## src/hw/cal_consts.svh

```systemverilog
// Constants for the control and address load unit: field positions, masks, resets.
// Assumes inclusion from the design and checker files by bare name.
`ifndef CAL_CONSTS_SVH
`define CAL_CONSTS_SVH

// Flag and control word field positions
`define CAL_FCW_SEG_BIT   15
`define CAL_FCW_SYS_BIT   14
`define CAL_FCW_VIE_BIT   12
`define CAL_FCW_NONVECTORED_INTERRUPT_ENABLE_BIT  11
`define CAL_FCW_C_BIT     7
`define CAL_FCW_Z_BIT     6
`define CAL_FCW_S_BIT     5
`define CAL_FCW_PV_BIT    4
`define CAL_FCW_DA_BIT    3
`define CAL_FCW_H_BIT     2

// Writable and readable bits of the flag byte, control word and pointer offset registers
`define CAL_FLAG_BYTE_MASK 8'hfc
`define CAL_FCW_MASK       16'hf8fc
`define CAL_STATUS_AREA_POINTER_OFF_MASK  16'hff00

// Segment word of a segmented address: bit 15 and bits 7:0 are reserved
`define CAL_SEG_WORD_MASK  16'h7f00

// Reset values; the unit wakes in system mode so the first moves are allowed
`define CAL_FCW_RESET      16'h4000
`define CAL_STATUS_AREA_POINTER_OFF_RESET 16'h0000
`define CAL_STATUS_AREA_POINTER_SEG_RESET 16'h0000

`endif

```

## src/hw/cal_pkg.sv

```systemverilog
// Types for the control and address load unit.
// Assumes cal_consts.svh sits on the include path.
package cal_pkg;

    typedef enum logic [3:0] {
        CAL_OP_EFFECTIVE_ADDRESS_LOAD,
        CAL_OP_PC_RELATIVE_ADDRESS_LOAD,
        CAL_OP_FLAG_BYTE_WRITE,
        CAL_OP_FLAG_BYTE_READ,
        CAL_OP_FCW_WRITE,
        CAL_OP_FCW_READ,
        CAL_OP_STATUS_AREA_POINTER_OFF_WRITE,
        CAL_OP_STATUS_AREA_POINTER_OFF_READ,
        CAL_OP_STATUS_AREA_POINTER_SEG_WRITE,
        CAL_OP_STATUS_AREA_POINTER_SEG_READ
    } cal_op_t;

    typedef enum logic [2:0] {
        CAL_AM_DIRECT_ADDRESS,
        CAL_AM_INDEXED,
        CAL_AM_BASED,
        CAL_AM_REGISTER_PLUS_INDEX,
        CAL_AM_PC_RELATIVE
    } cal_amode_t;

    typedef struct packed {
        logic        valid;
        cal_op_t     op;
        cal_amode_t  amode;
        logic [31:0] addr;
        logic [15:0] index;
        logic [31:0] base;
        logic [15:0] src;
        logic [31:0] next_pc;
    } cal_req_t;

    typedef struct packed {
        logic        done;
        logic        trap;
        logic        write_pair;
        logic        write_byte;
        logic [31:0] result;
    } cal_rsp_t;

    typedef struct packed {
        logic address_mode_select_bit;
        logic system_mode;
        logic vectored_interrupt_enable;
        logic nonvectored_interrupt_enable;
        logic carry;
        logic zero;
        logic sign;
        logic parity_overflow;
        logic decimal_adjust;
        logic half_carry;
    } cal_mode_t;

    typedef struct packed {
        logic [15:0] flag_control_word;
        logic [15:0] status_area_pointer_off;
        logic [15:0] status_area_pointer_seg;
        cal_rsp_t    rsp;
    } cal_state_t;

endpackage

```

## src/hw/cal_addr_unit.sv

```systemverilog
// Address arithmetic for the two address loads.
// Assumes operands come from the register file on the same clock; pure combinational.
`timescale 1ns/1ps
`default_nettype none
`include "cal_consts.svh"

module cal_addr_unit
    import cal_pkg::*;
(
    // Mode
    input  wire cal_amode_t  amode,
    input  wire logic        seg_mode,
    // Operands
    input  wire logic [31:0] addr,
    input  wire logic [15:0] index,
    input  wire logic [31:0] base,
    input  wire logic [31:0] next_pc,
    // Result
    output var  logic [31:0] ea
);

    logic [15:0] off;
    logic [15:0] seg_word;

    // Offsets wrap at 16 bits and never carry into the segment
    always_comb begin
        off      = addr[15:0];
        seg_word = addr[31:16];
        case (amode)
            CAL_AM_DIRECT_ADDRESS: begin
                off      = addr[15:0];
                seg_word = addr[31:16];
            end
            CAL_AM_INDEXED: begin
                off      = addr[15:0] + index;
                seg_word = addr[31:16];
            end
            CAL_AM_BASED: begin
                off      = base[15:0] + addr[15:0];
                seg_word = base[31:16];
            end
            CAL_AM_REGISTER_PLUS_INDEX: begin
                off      = base[15:0] + index;
                seg_word = base[31:16];
            end
            CAL_AM_PC_RELATIVE: begin
                off      = next_pc[15:0] + addr[15:0];
                seg_word = next_pc[31:16] & `CAL_SEG_WORD_MASK;
            end
            default: begin
                off      = addr[15:0];
                seg_word = addr[31:16];
            end
        endcase
        ea = seg_mode ? {seg_word, off} : {16'h0000, off};
    end

endmodule
`default_nettype wire

```

## src/hw/cal_core.sv

```systemverilog
// Control and address load unit: executes address loads and control register moves.
// Assumes the core presents one decoded request per cycle with register values already read.
`timescale 1ns/1ps
`default_nettype none
`include "cal_consts.svh"

module cal_core
    import cal_pkg::*;
#(
    parameter int DATA_W = 16
)
(
    // Clock and reset
    input  wire logic      ref_clk,
    input  wire logic      srst,
    // Decoded request from the instruction stream
    input  wire cal_req_t  req,
    // Result towards the register file
    output var  cal_rsp_t  rsp,
    // Control register contents
    output var  logic [15:0] flag_control_word,
    output var  logic [15:0] status_area_pointer_off,
    output var  logic [15:0] status_area_pointer_seg,
    output var  cal_mode_t   mode
);

    initial begin
        if (DATA_W != 16) begin
            $error("cal_core supports only a 16-bit word");
        end
    end

    cal_state_t  st;
    cal_state_t  next_st;
    logic [31:0] ea;
    logic        privileged;
    logic        system_mode;
    logic        seg_mode;
    logic [15:0] src_w;

    assign system_mode = st.flag_control_word[`CAL_FCW_SYS_BIT];
    assign seg_mode    = st.flag_control_word[`CAL_FCW_SEG_BIT];
    assign src_w       = req.src;

    cal_addr_unit u_addr (
        .amode   (req.op == CAL_OP_PC_RELATIVE_ADDRESS_LOAD ? CAL_AM_PC_RELATIVE : req.amode),
        .seg_mode(seg_mode),
        .addr    (req.addr),
        .index   (req.index),
        .base    (req.base),
        .next_pc (req.next_pc),
        .ea      (ea)
    );

    // Address loads and the flag byte move run in either mode
    always_comb begin
        case (req.op)
            CAL_OP_EFFECTIVE_ADDRESS_LOAD:   privileged = 1'b0;
            CAL_OP_PC_RELATIVE_ADDRESS_LOAD: privileged = 1'b0;
            CAL_OP_FLAG_BYTE_WRITE:          privileged = 1'b0;
            CAL_OP_FLAG_BYTE_READ:           privileged = 1'b0;
            default:                         privileged = 1'b1;
        endcase
    end

    always_comb begin
        next_st                = st;
        next_st.rsp.done       = 1'b0;
        next_st.rsp.trap       = 1'b0;
        if (req.valid) begin
            next_st.rsp.done       = 1'b1;
            next_st.rsp.write_pair = 1'b0;
            next_st.rsp.write_byte = 1'b0;
            next_st.rsp.result     = 32'h0000_0000;
            if (privileged && !system_mode) begin
                // No register changes; the core takes the privileged trap
                next_st.rsp.done = 1'b0;
                next_st.rsp.trap = 1'b1;
            end else begin
                case (req.op)
                    CAL_OP_EFFECTIVE_ADDRESS_LOAD: begin
                        // Reserved bits pass through from the operand word
                        next_st.rsp.result     = ea;
                        next_st.rsp.write_pair = seg_mode;
                    end
                    CAL_OP_PC_RELATIVE_ADDRESS_LOAD: begin
                        next_st.rsp.result     = ea;
                        next_st.rsp.write_pair = seg_mode;
                    end
                    CAL_OP_FLAG_BYTE_WRITE: begin
                        next_st.flag_control_word[7:0] = (st.flag_control_word[7:0] & ~`CAL_FLAG_BYTE_MASK)
                                         | (src_w[7:0] & `CAL_FLAG_BYTE_MASK);
                    end
                    CAL_OP_FLAG_BYTE_READ: begin
                        next_st.rsp.write_byte   = 1'b1;
                        next_st.rsp.result[7:0]  = st.flag_control_word[7:0] & `CAL_FLAG_BYTE_MASK;
                    end
                    CAL_OP_FCW_WRITE: begin
                        next_st.flag_control_word = (st.flag_control_word & ~`CAL_FCW_MASK)
                                    | (src_w & `CAL_FCW_MASK);
                    end
                    CAL_OP_FCW_READ: begin
                        next_st.rsp.result[15:0] = st.flag_control_word & `CAL_FCW_MASK;
                    end
                    CAL_OP_STATUS_AREA_POINTER_OFF_WRITE: begin
                        next_st.status_area_pointer_off = (st.status_area_pointer_off & ~`CAL_STATUS_AREA_POINTER_OFF_MASK)
                                         | (src_w & `CAL_STATUS_AREA_POINTER_OFF_MASK);
                    end
                    CAL_OP_STATUS_AREA_POINTER_OFF_READ: begin
                        next_st.rsp.result[15:0] = st.status_area_pointer_off & `CAL_STATUS_AREA_POINTER_OFF_MASK;
                    end
                    CAL_OP_STATUS_AREA_POINTER_SEG_WRITE: begin
                        // Halves update separately; interrupt safety is software's job
                        next_st.status_area_pointer_seg = src_w;
                    end
                    CAL_OP_STATUS_AREA_POINTER_SEG_READ: begin
                        next_st.rsp.result[15:0] = st.status_area_pointer_seg;
                    end
                    default: begin
                        next_st.rsp.done = 1'b0;
                    end
                endcase
            end
        end
    end

    always_ff @(posedge ref_clk) begin
        if (srst) begin
            st.flag_control_word      <= `CAL_FCW_RESET;
            st.status_area_pointer_off <= `CAL_STATUS_AREA_POINTER_OFF_RESET;
            st.status_area_pointer_seg <= `CAL_STATUS_AREA_POINTER_SEG_RESET;
            st.rsp      <= '0;
        end else begin
            st <= next_st;
        end
    end

    assign rsp      = st.rsp;
    assign flag_control_word      = st.flag_control_word;
    assign status_area_pointer_off = st.status_area_pointer_off;
    assign status_area_pointer_seg = st.status_area_pointer_seg;

    // Decoded view of the control word
    assign mode.address_mode_select_bit      = st.flag_control_word[`CAL_FCW_SEG_BIT];
    assign mode.system_mode                  = st.flag_control_word[`CAL_FCW_SYS_BIT];
    assign mode.vectored_interrupt_enable    = st.flag_control_word[`CAL_FCW_VIE_BIT];
    assign mode.nonvectored_interrupt_enable = st.flag_control_word[`CAL_FCW_NONVECTORED_INTERRUPT_ENABLE_BIT];
    assign mode.carry                        = st.flag_control_word[`CAL_FCW_C_BIT];
    assign mode.zero                         = st.flag_control_word[`CAL_FCW_Z_BIT];
    assign mode.sign                         = st.flag_control_word[`CAL_FCW_S_BIT];
    assign mode.parity_overflow              = st.flag_control_word[`CAL_FCW_PV_BIT];
    assign mode.decimal_adjust               = st.flag_control_word[`CAL_FCW_DA_BIT];
    assign mode.half_carry                   = st.flag_control_word[`CAL_FCW_H_BIT];

endmodule
`default_nettype wire

```

## config.mk

```make
export PLATFORM = sky130hd
export DESIGN_NAME = cal_core
export DESIGN_NICKNAME = d
export VERILOG_FILES = /design/src/hw/cal_pkg.sv /design/src/hw/cal_addr_unit.sv /design/src/hw/cal_core.sv
export VERILOG_INCLUDE_DIRS = /design/src /design/src/hw
export SDC_FILE = /design/constraint.sdc
export NUM_CORES = 1
export LEC_CHECK = 0
export BUFFER_PORTS_ARGS = -buffer_cell sky130_fd_sc_hd__buf_2
export CAP_MARGIN = 10
export CORE_MARGIN = 2
export CORE_UTILIZATION = 35
export DETAILED_ROUTE_END_ITERATION = 12
export PLACE_DENSITY_LB_ADDON = 0.08
export RECOVER_POWER = 100
export SKIP_LAST_GASP = 1
export SLEW_MARGIN = 20
export SYNTH_ARGS = -nofsm -noshare
export SYNTH_HDL_FRONTEND = slang
export SYNTH_SLANG_ARGS = --single-unit
```

## constraint.sdc

```tcl
create_clock -name ref_clk -period 4.39 [get_ports ref_clk]
set_input_delay 0.439 -clock ref_clk [delete_from_list [all_inputs] [get_ports ref_clk]]
set_output_delay 0.439 -clock ref_clk [all_outputs]
set_load 0.05 [all_outputs]
```

Yosys cells after proc, flatten, opt, wreduce, memory -nomap -nowiden
Index checks and enable logic that the tools add are counted.

Mux-type cells: 14. Reductions and logical operators: 15. Equality and inequality tests: 13. Bitwise logic cells: 5. Add/sub/neg operators: 4.

Operators by type and width (count): 16-bit adder (4); 16-bit case mux with 4 select lines (1); 34-bit two-way mux (1); 32-bit two-way mux (1); 16-bit case mux with 2 select lines (1); 8-bit case mux with 4 select lines (1); 8-bit case mux with 3 select lines (1); 4-bit by 3-bit equality test with 1-bit output, second input constant (4); 16-bit two-way mux (1); 11-bit by 16-bit bitwise OR with 16-bit output (1); 8-bit by 16-bit bitwise OR with 16-bit output (1); 8-bit case mux with 2 select lines (1); 3-bit AND reduction (4); 10-bit OR reduction (1); 4-bit by 2-bit equality test with 1-bit output, second input constant (2); 4-bit equality test, second input constant (2); 2-bit by 8-bit bitwise OR with 8-bit output (1); 2-bit OR reduction (4); 3-bit by 2-bit equality test with 1-bit output, second input constant (2); 1-bit two-way mux (5); 4-bit by 1-bit equality test with 1-bit output, second input constant (1); 4-bit zero test (1); 4-bit OR reduction (1); 3-bit by 1-bit equality test with 1-bit output, second input constant (1); 7 further kinds (8).

Flip-flop bits (word level): 84. Output and inout bits: 94. Input port bits: 138.

Longest topological paths before layout
Gate-level depths: netlist of the first run.

Depth after elaboration: 8. Gate-level depth with buffers: 19.

By module
Synthesis of the first run repeated with hierarchy kept, for this count alone.

Cells, all modules: 711. Area total of the unflattened synthesis: 5559.1 um^2.

Modules (own cells, without submodules): cal_core (seq. area each 1421.4 um^2, cells each 367, instances 1, area each 3243.1 um^2); cal_addr_unit (seq. area each 0.0 um^2, cells each 344, instances 1, area each 2316.0 um^2).

Least setup slack after synthesis of the first run
Ideal clock, no wire load.

Kind: input to register. Start: input port req[132] (netlist bit). End: register rsp[8] (netlist name). Stages: 19. Arrival time: 3.753 ns. Path slack: 0.495 ns. Library setup time: 0.143 ns. Path buffers: 2. Data required time: 4.247 ns. Cell sequence: buf_6 or4b_4 nand2_2 nor3_2 nor2_1 clkbuf_1 nand2_1 nand2_1 ha_1 inv_1 fa_1 nor2b_1 o31ai_1 a21oi_1 a21oi_1 xnor2_1 a222oi_1 o211a_1 a211oi_1.

Word-level cells in the longest chain between the ends: 7. Elaborated cells on any way between the ends: 20. Those cells by class: 10 x eq/ne; 6 x mux; 4 x reduce/logical.

Ends and longest elaborated chain: from (decl) (RTL line cal_core.sv:17) `input wire cal_req_t req,`; 4-bit by 1-bit equality test with 1-bit output (RTL line cal_core.sv:46, cal_core.sv:57, cal_core.sv:80); 3-bit two-way mux (RTL line cal_core.sv:46) `.amode (req.op == CAL_OP_PC_RELATIVE_ADDRESS_LOAD ? CAL_AM_PC_RELATIVE : req.amode),`; 3-bit equality test, or another cell as far along (RTL line cal_addr_unit.sv:29) `case (amode)`; 16-bit case mux with 4 select lines (RTL line cal_addr_unit.sv:29); 32-bit two-way mux (RTL line cal_addr_unit.sv:55) `ea = seg_mode ? {seg_word, off} : {16'h0000, off};`; 8-bit case mux with 4 select lines (RTL line cal_core.sv:80) `case (req.op)`; 34-bit two-way mux * (RTL line cal_core.sv:75) `if (privileged && !system_mode) begin`.

Mark *: on every way between the ends. The rest lies on a longest branch, timed or not. A chain may end at the register's enable or synchronous reset.

Final worst setup path of the first run
Start: input port req[133] (netlist bit). End: register rsp[15] (netlist name).

Word-level cells in the longest chain between the ends: 7. Elaborated cells on any way between the ends: 20. Those cells by class: 10 x eq/ne; 6 x mux; 4 x reduce/logical.

Ends and longest elaborated chain (RTL line): 4-bit by 1-bit equality test with 1-bit output (cal_core.sv:46, cal_core.sv:57, cal_core.sv:80); 3-bit two-way mux (cal_core.sv:46); 3-bit equality test, or another cell as far along (cal_addr_unit.sv:29); 16-bit case mux with 4 select lines (cal_addr_unit.sv:29); 32-bit two-way mux (cal_addr_unit.sv:55); 8-bit case mux with 4 select lines (cal_core.sv:80); 34-bit two-way mux * (cal_core.sv:75).

Marked as above.

==> results of run 1 <==
-- critical path, stage by stage --
cell and delay (ns):
clkbuf_2 0.20, or4b_1 0.64, nand2_1 0.13, nor3_1 0.08
buf_4 0.20, a22oi_1 0.19, nand2_1 0.12, ha_1 0.34
a21oi_1 0.30, a2111oi_2 0.14, nor4b_1 0.48, o31ai_1 0.20
nor4_1 0.27, nor3_1 0.13, xnor2_1 0.14, a31o_1 0.21
-- layer usage --
metal	up-vias	part of all wire, %
met5	-	0
met4	0	1.1
met3	18	5.7
met2	192	50
met1	2577	44
li1	2863	-
-- state kept, by name, indices dropped and copies added, names as in the netlist --
register	count
rsp	36
status_area_pointer_seg	16
flag_control_word	11
status_area_pointer_off	8
-- kinds of logic (layout without fill, tap and decap cells) --
logic type	count (synthesis)	after routing
compound gates	220	220
xor+xnor	28	28
fa+ha+maj	36	36
buf+inv	78	251
flops	71	71
mux	16	16
other cells	1	13
simple gates	259	259
-- where the power goes --
part | internal, uW | switching [uW]
Clock | 557 | 291
Combinational | 211 | 339
Sequential | 651 | 5.70
-- placed cells by master, fill, tap and decap left out, types with 4 or more instances in the layout --
cell and n:
a22oi_1 35, nand2_1 130, conb_1 13, a21oi_1 96, or3_1 5, a211oi_1 9
nand2b_1 7, and3_1 4, ha_1 34, a221oi_1 4, xor2_1 9, nor3_1 7
a31oi_1 6, o21a_1 5, mux2i_1 16, clkbuf_16 9, inv_1 14, buf_4 9
o22ai_1 6, clkbuf_1 85, dfxtp_1 71, nor2_1 64, a2bb2oi_1 4, a222oi_1 4
buf_2 125, o21ai_0 22, xnor2_1 19, nand3_1 24, a21o_1 5
-- final cells by class --
cell class              count  share of cell area [%]
inverters                  15                  0.8659
clock inverters             7                   1.847
multi-input cells         572                   52.78
well taps                 184                   3.541
flip-flops and latches     71                   21.86
repair buffers            220                   15.64
clock buffers               9                   3.464
-- metrics by stage --
stage	instances	hold slack, ns	total power (uW)	area, um2
final	1078	0.3519	2055	6502
after CTS	1078	0.3330	2077	6636
after detailed placement	1062	0.4528	1222	6291
after global placement	1062	0.4516	1213	6291
after floorplan	721	0.5270	1070	5289
after global routing	1078	0.3482	2156	6502
-- final timing paths --
| path | start | end | slack, ns |
|---|---|---|---|
| worst max-delay path | req[133] | rsp[15] | 0.41 |
| worst min-delay path | req[33] | status_area_pointer_seg[1] | 0.35 |
| worst max register to register | flag_control_word[14] | flag_control_word[2] | 2.30 |
| worst min register to register | rsp[32] | rsp[32] | 0.46 |
-- synthesized netlist by cell type (6+ instances only) --
cell	count	area (um2)
nor2_1	64	240.2
nand2_1	129	484.2
o22ai_1	6	37.54
dfxtp_1	71	1421
ha_1	34	425.4
a22oi_1	35	262.8
clkbuf_1	28	105.1
xnor2_1	19	166.4
a31oi_1	6	37.54
nand2b_1	7	43.79
a21oi_1	96	480.5
inv_1	14	52.55
buf_4	28	210.2
a211oi_1	9	67.56
o21ai_0	22	110.1
buf_2	6	30.03
mux2i_1	16	160.2
nand3_1	24	120.1
xor2_1	9	78.83
==> summary.txt, run 1 <==
Detailed routing
  • Vias: 5650
  • Final ANT Viol Nets: 0
  • DRC Markers: 0
  • Initial DRC count: 372
  • DR vias/cell: 5.241
  • Routed wire length: 17200 um
  • Routed wire per std cell: 15.96 um
  • Drt first pass iters: 5

Global routing
  • M3 GR Usage: 4.049%
  • Overflow after GRT: 0
  • Routing usage on met1: 25.66%
  • GRT Total Usage: 20.98%
  • First-pass GRT wire length: 27360 um
  • Vias in the first global route: 5487
  • Antenna violations before repair: 0
  • Met2 global-route usage: 37.84%
  • Most Used Layer, Global Route: met2
  • Largest net degree at the start of global routing: 40

Synthesis
  • Syn Inst Count: 709
  • #FFs+latches synth: 71
  • Synth warn: 0
  • Number of flops mapped to enable cells by yosys: 0
  • Mapped Avg Cell Area: 7.396 um2
  • Synth Area in Compound Gates: 26.53%
  • Xor-xnor portion of the synthesized cell area: 4.677%
  • Mapped Area: 5244 um2
  • Synth Flop Type: dfxtp_1
  • Synth Area in Simple Gates: 21.81%
  • Seq/Total Area, Yosys: 27.11%
  • Adder-Cell Fraction of Synth Area: 8.876%
  • Count of cell types in the netlist: 62
  • Largest family of logic cells by synthesized area: compound AO/OA/AOI/OAI gates
  • Mux share of post-synthesis cell area: 3.054%
  • Asr flop ratio synth: 0%

Floorplan
  • Io pins: 232
  • Initial core utilization: 35.94%
  • Die W: 126.4 um
  • Die Y: 126.4 um
  • CORE AREA: 14590 um2
  • Std cell rows: 44
  • Die area: 15980 um2

Pwr
  • Leak: 0.002700 uW
  • Max VDD drop: 0.1612 mV
  • Power per cell area: 316.1 nW/um2

Final layout
  • Layout cells sized above 1: 17.56%
  • Number of diodes: 0
  • Fill cells: 1555
  • Final #Nets: 1063
  • Multi-input gate area: 3432 um2
  • Register area: 1421 um2
  • Core Util, Final: 44.57%
  • Syn-to-layout area delta: 24.00%

Placed design
  • DP HPWL: 13450 um
  • Gpl congestion: 0.8146
  • Port Buffer Count: 209
  • Post-placement setup slack: 0.2710 ns

Clock network
  • PostCTS Resize Cnt: 0
  • CTS Buf Count: 9
  • Post-CTS Hold Buffers: 0
  • Clk Tree Root Cell: clkbuf_16
  • Clock transition at path regs: 0.06 ns
  • H-tree level count: 3
  • Clk_lat worst skew: 0.34 ns
  • CTS tree: done
  • Post-CTS setup buffer count: 0
  • CTS sink cnt: 71
  • Max Root-Sink Buffers: 2

Setup path
  • Critical Path Source Type: primary input
  • CP arrival: 4.22 ns
  • Path type of the worst setup path: in2reg
  • Critical Path RT: 4.62 ns
  • Endpoint class of the critical path: register
  • Crit Path Max Fanout: 16
  • Reg2Reg Depth: 7

Timing
  • Final setup vio count: 0
  • Worst setup slack after layout: 0.4068 ns
  • RSZ-0062 raised after global routing: no
  • Final critical-path share of the clock period: 90.73%
  • Slew headroom: -15.74%
  • Final Hold Fails: 0
  • Setup TNS: 0 ns
  • Clock skew: 0.007010 ns
  • Clock period minus worst slack: 3.983 ns
  • Slew @ Worst Pin: 1.736 ns
  • Fmax: 251.1 MHz
  • Max-slew violations: 40

Status
  • Violated checks: capacitance limit, slew limit
  • Status: finished, violations left

Worst hold path
  • Hold crit path type: in2reg
  • Hold Path Stages: 3

Job
  • Max-cap viol count: 1
Power figures use the tool's default switching activity.
==> run 2, diff against run 1 <==
BUFFER_PORTS_ARGS = -buffer_cell sky130_fd_sc_hd__buf_4   (was -buffer_cell sky130_fd_sc_hd__buf_2)
==> run 2 against run 1 <==
  * The run still ends with capacitance limit, slew limit left
  * Final cell count about the same
  * Sequential power barely moved
  * Non-clock buffer count fell by 1
  * Setup slack gained 0.17 ns
  * Critical endpoint is now rsp[10]
==> summary.txt, run 2 (synthesized netlist as in run 1, its figures left out) <==
Status
  • Status: finished, violations left
  • Violated checks: capacitance limit, slew limit

Floorplan
  • Die W: 126.4 um
  • CORE AREA: 14590 um2
  • Std cell rows: 44
  • Die area: 15980 um2
  • Io pins: 232
  • Initial core utilization: 35.94%
  • Die Y: 126.4 um

Pwr
  • Sw Share: 31.14%
  • Pint: 1396 uW
  • Sequential share of power: 32.4%
  • Leak: 0.002808 uW
  • Switching power: 631.5 uW
  • Clk pwr share: 38.8%
  • Power per cell area: 297.4 nW/um2
  • Max VDD drop: 0.1786 mV
  • Combinational Power Share: 28.8%

Placed design
  • Gpl congestion: 0.8179
  • Port Buffer Count: 209
  • Placed insts: 1061
  • Post-placement setup slack: 0.3539 ns
  • DP HPWL: 13490 um

Timing
  • Slew @ Worst Pin: 3.126 ns
  • Final setup vio count: 0
  • RSZ-0062 raised after global routing: no
  • Worst setup slack after layout: 0.5777 ns
  • Fmax: 262.3 MHz
  • Clock period minus worst slack: 3.812 ns
  • Hold_ws: 0.3596 ns
  • Setup TNS: 0 ns
  • Clock skew: 0.005990 ns
  • Max-slew violations: 71
  • Slew headroom: -108.4%
  • Final critical-path share of the clock period: 86.84%
  • Final Hold Fails: 0

Setup path
  • Worst path max stage delay: 0.56 ns
  • Crit path max-delay cell type: or4b_4
  • CP arrival: 3.87 ns
  • Endpoint class of the critical path: register
  • Path type of the worst setup path: in2reg
  • Crit Path Max Fanout: 13
  • Buffers & Inverters on Critical Path: 2
  • CP dominant cell by count: nand2_1
  • Critical Path RT: 4.45 ns
  • Critical Path Source Type: primary input
  • Crit-path leading delay family: simple AND/OR/NAND/NOR gates
  • Crit path cell chain: buf_4, or4b_4, nand2_1, nor3_2, nor2_1, nand2_1, nand2_1, ha_1, inv_1, fa_1, nor2b_1, o31ai_1, a21oi_1, o21ai_0, xnor2_1, a222oi_1, o211a_1, a211oi_1

Clock network
  • CTS Buf Count: 9
  • Post-CTS setup buffer count: 0
  • Clock transition at path regs: 0.06 ns
  • CTS tree: done
  • Clk_lat worst skew: 0.33 ns
  • CTS sink cnt: 71
  • Post-CTS Hold Buffers: 0
  • H-tree level count: 3
  • Max Root-Sink Buffers: 2
  • PostCTS Resize Cnt: 0
  • Clk Tree Root Cell: clkbuf_16

Final layout
  • Top reg by flops: rsp
  • Regs by FF count: rsp (36), status_area_pointer_seg (16), flag_control_word (11)
  • Number of diodes: 0
  • Final #Nets: 1062
  • Fill cells: 1582
  • Most frequent cells in the layout: buf_4, nand2_1, a21oi_1
  • Syn-to-layout area delta: 30.04%
  • Most common cell after layout, fill and taps aside: buf_4
  • Max reg flops: 36
  • Final Non-Filler Cells: 1077
  • Layout cells sized above 1: 18.14%

Global routing
  • First-pass GRT wire length: 27430 um
  • Vias in the first global route: 5567
  • Overflow after GRT: 0
  • Largest net degree at the start of global routing: 71
  • Antenna violations before repair: 0
  • GRT Total Usage: 20.97%

Detailed routing
  • Vias: 5712
  • Initial DRC count: 342
  • DR vias/cell: 5.304
  • DRC Markers: 0
  • Drt first pass iters: 7
  • Routed wire per std cell: 16.09 um
  • Final ANT Viol Nets: 0
  • Routed wire length: 17330 um

Worst hold path
  • Hold crit path type: in2reg

Job
  • Max-cap viol count: 1
## run 2: cell types whose count changed in the layout (fill, tap and decap cells not counted), moves of 2 or more
cell | before | now
nor3_2 | 0 | 2
nor3_1 | 7 | 5
buf_4 | 9 | 137
buf_2 | 125 | 0
clkbuf_1 | 85 | 83
## run 2: cell type report
type                    instances  area [um2]  area share [%]
inverters                      15       56.30          0.8257
clock inverters                 6       93.84           1.376
repair buffers                219        1336           19.60
clock buffers                  10       229.0           3.358
multi-input cells             572        3452           50.62
well taps                     184       230.2           3.376
flip-flops and latches         71        1421           20.84
## run 2: routing by layer
layer | up-vias | global-route usage, % | part of all wire [%]
li1 | 2851 | - | -
met1 | 2632 | 26.10 | 44
met2 | 214 | 37.50 | 49
met3 | 15 | 3.880 | 6.1
met4 | 0 | 4.848 | 1.3
met5 | - | 0 | 0
## run 2: path summary, 6_finish.rpt
kind | startpoint | end | slack, ns | cells past startpoint
max | req[133] | rsp[10] | 0.58 | 18
min | req[35] | flag_control_word[3] | 0.36 | 3
max reg2reg | flag_control_word[14] | flag_control_word[6] | 2.31 | 7
min reg2reg | rsp[32] | rsp[32] | 0.46 | 2
## run 2: power by group through the flow
stage / logic, uW / registers [uW] / clock network [uW]
final: 583 / 657 / 787
after global routing: 642 / 658 / 832
after CTS: 591 / 657 / 800
after detailed placement: 588 / 671 / 0
after global placement: 578 / 671 / 0
after floorplan: 376 / 693 / 0
## run 2: through the flow
step | utilization [%] | cell area, um2 | total power (uW)
after detailed placement | 46.66 | 6807 | 1260
after global placement | 46.66 | 6807 | 1249
after global routing | 46.74 | 6819 | 2132
after CTS | 48.87 | 7129 | 2048
final | 46.74 | 6819 | 2028
after floorplan | - | 5289 | 1070
## run 2: worst register-to-register path, stage by stage (launching register included)
cell	delay, ns
dfxtp_1	0.50
nand2_1	0.14
nor4_2	0.15
buf_4	0.22
nor2b_1	0.19
a41o_1	0.35
mux2i_1	0.26
nor2_1	0.05
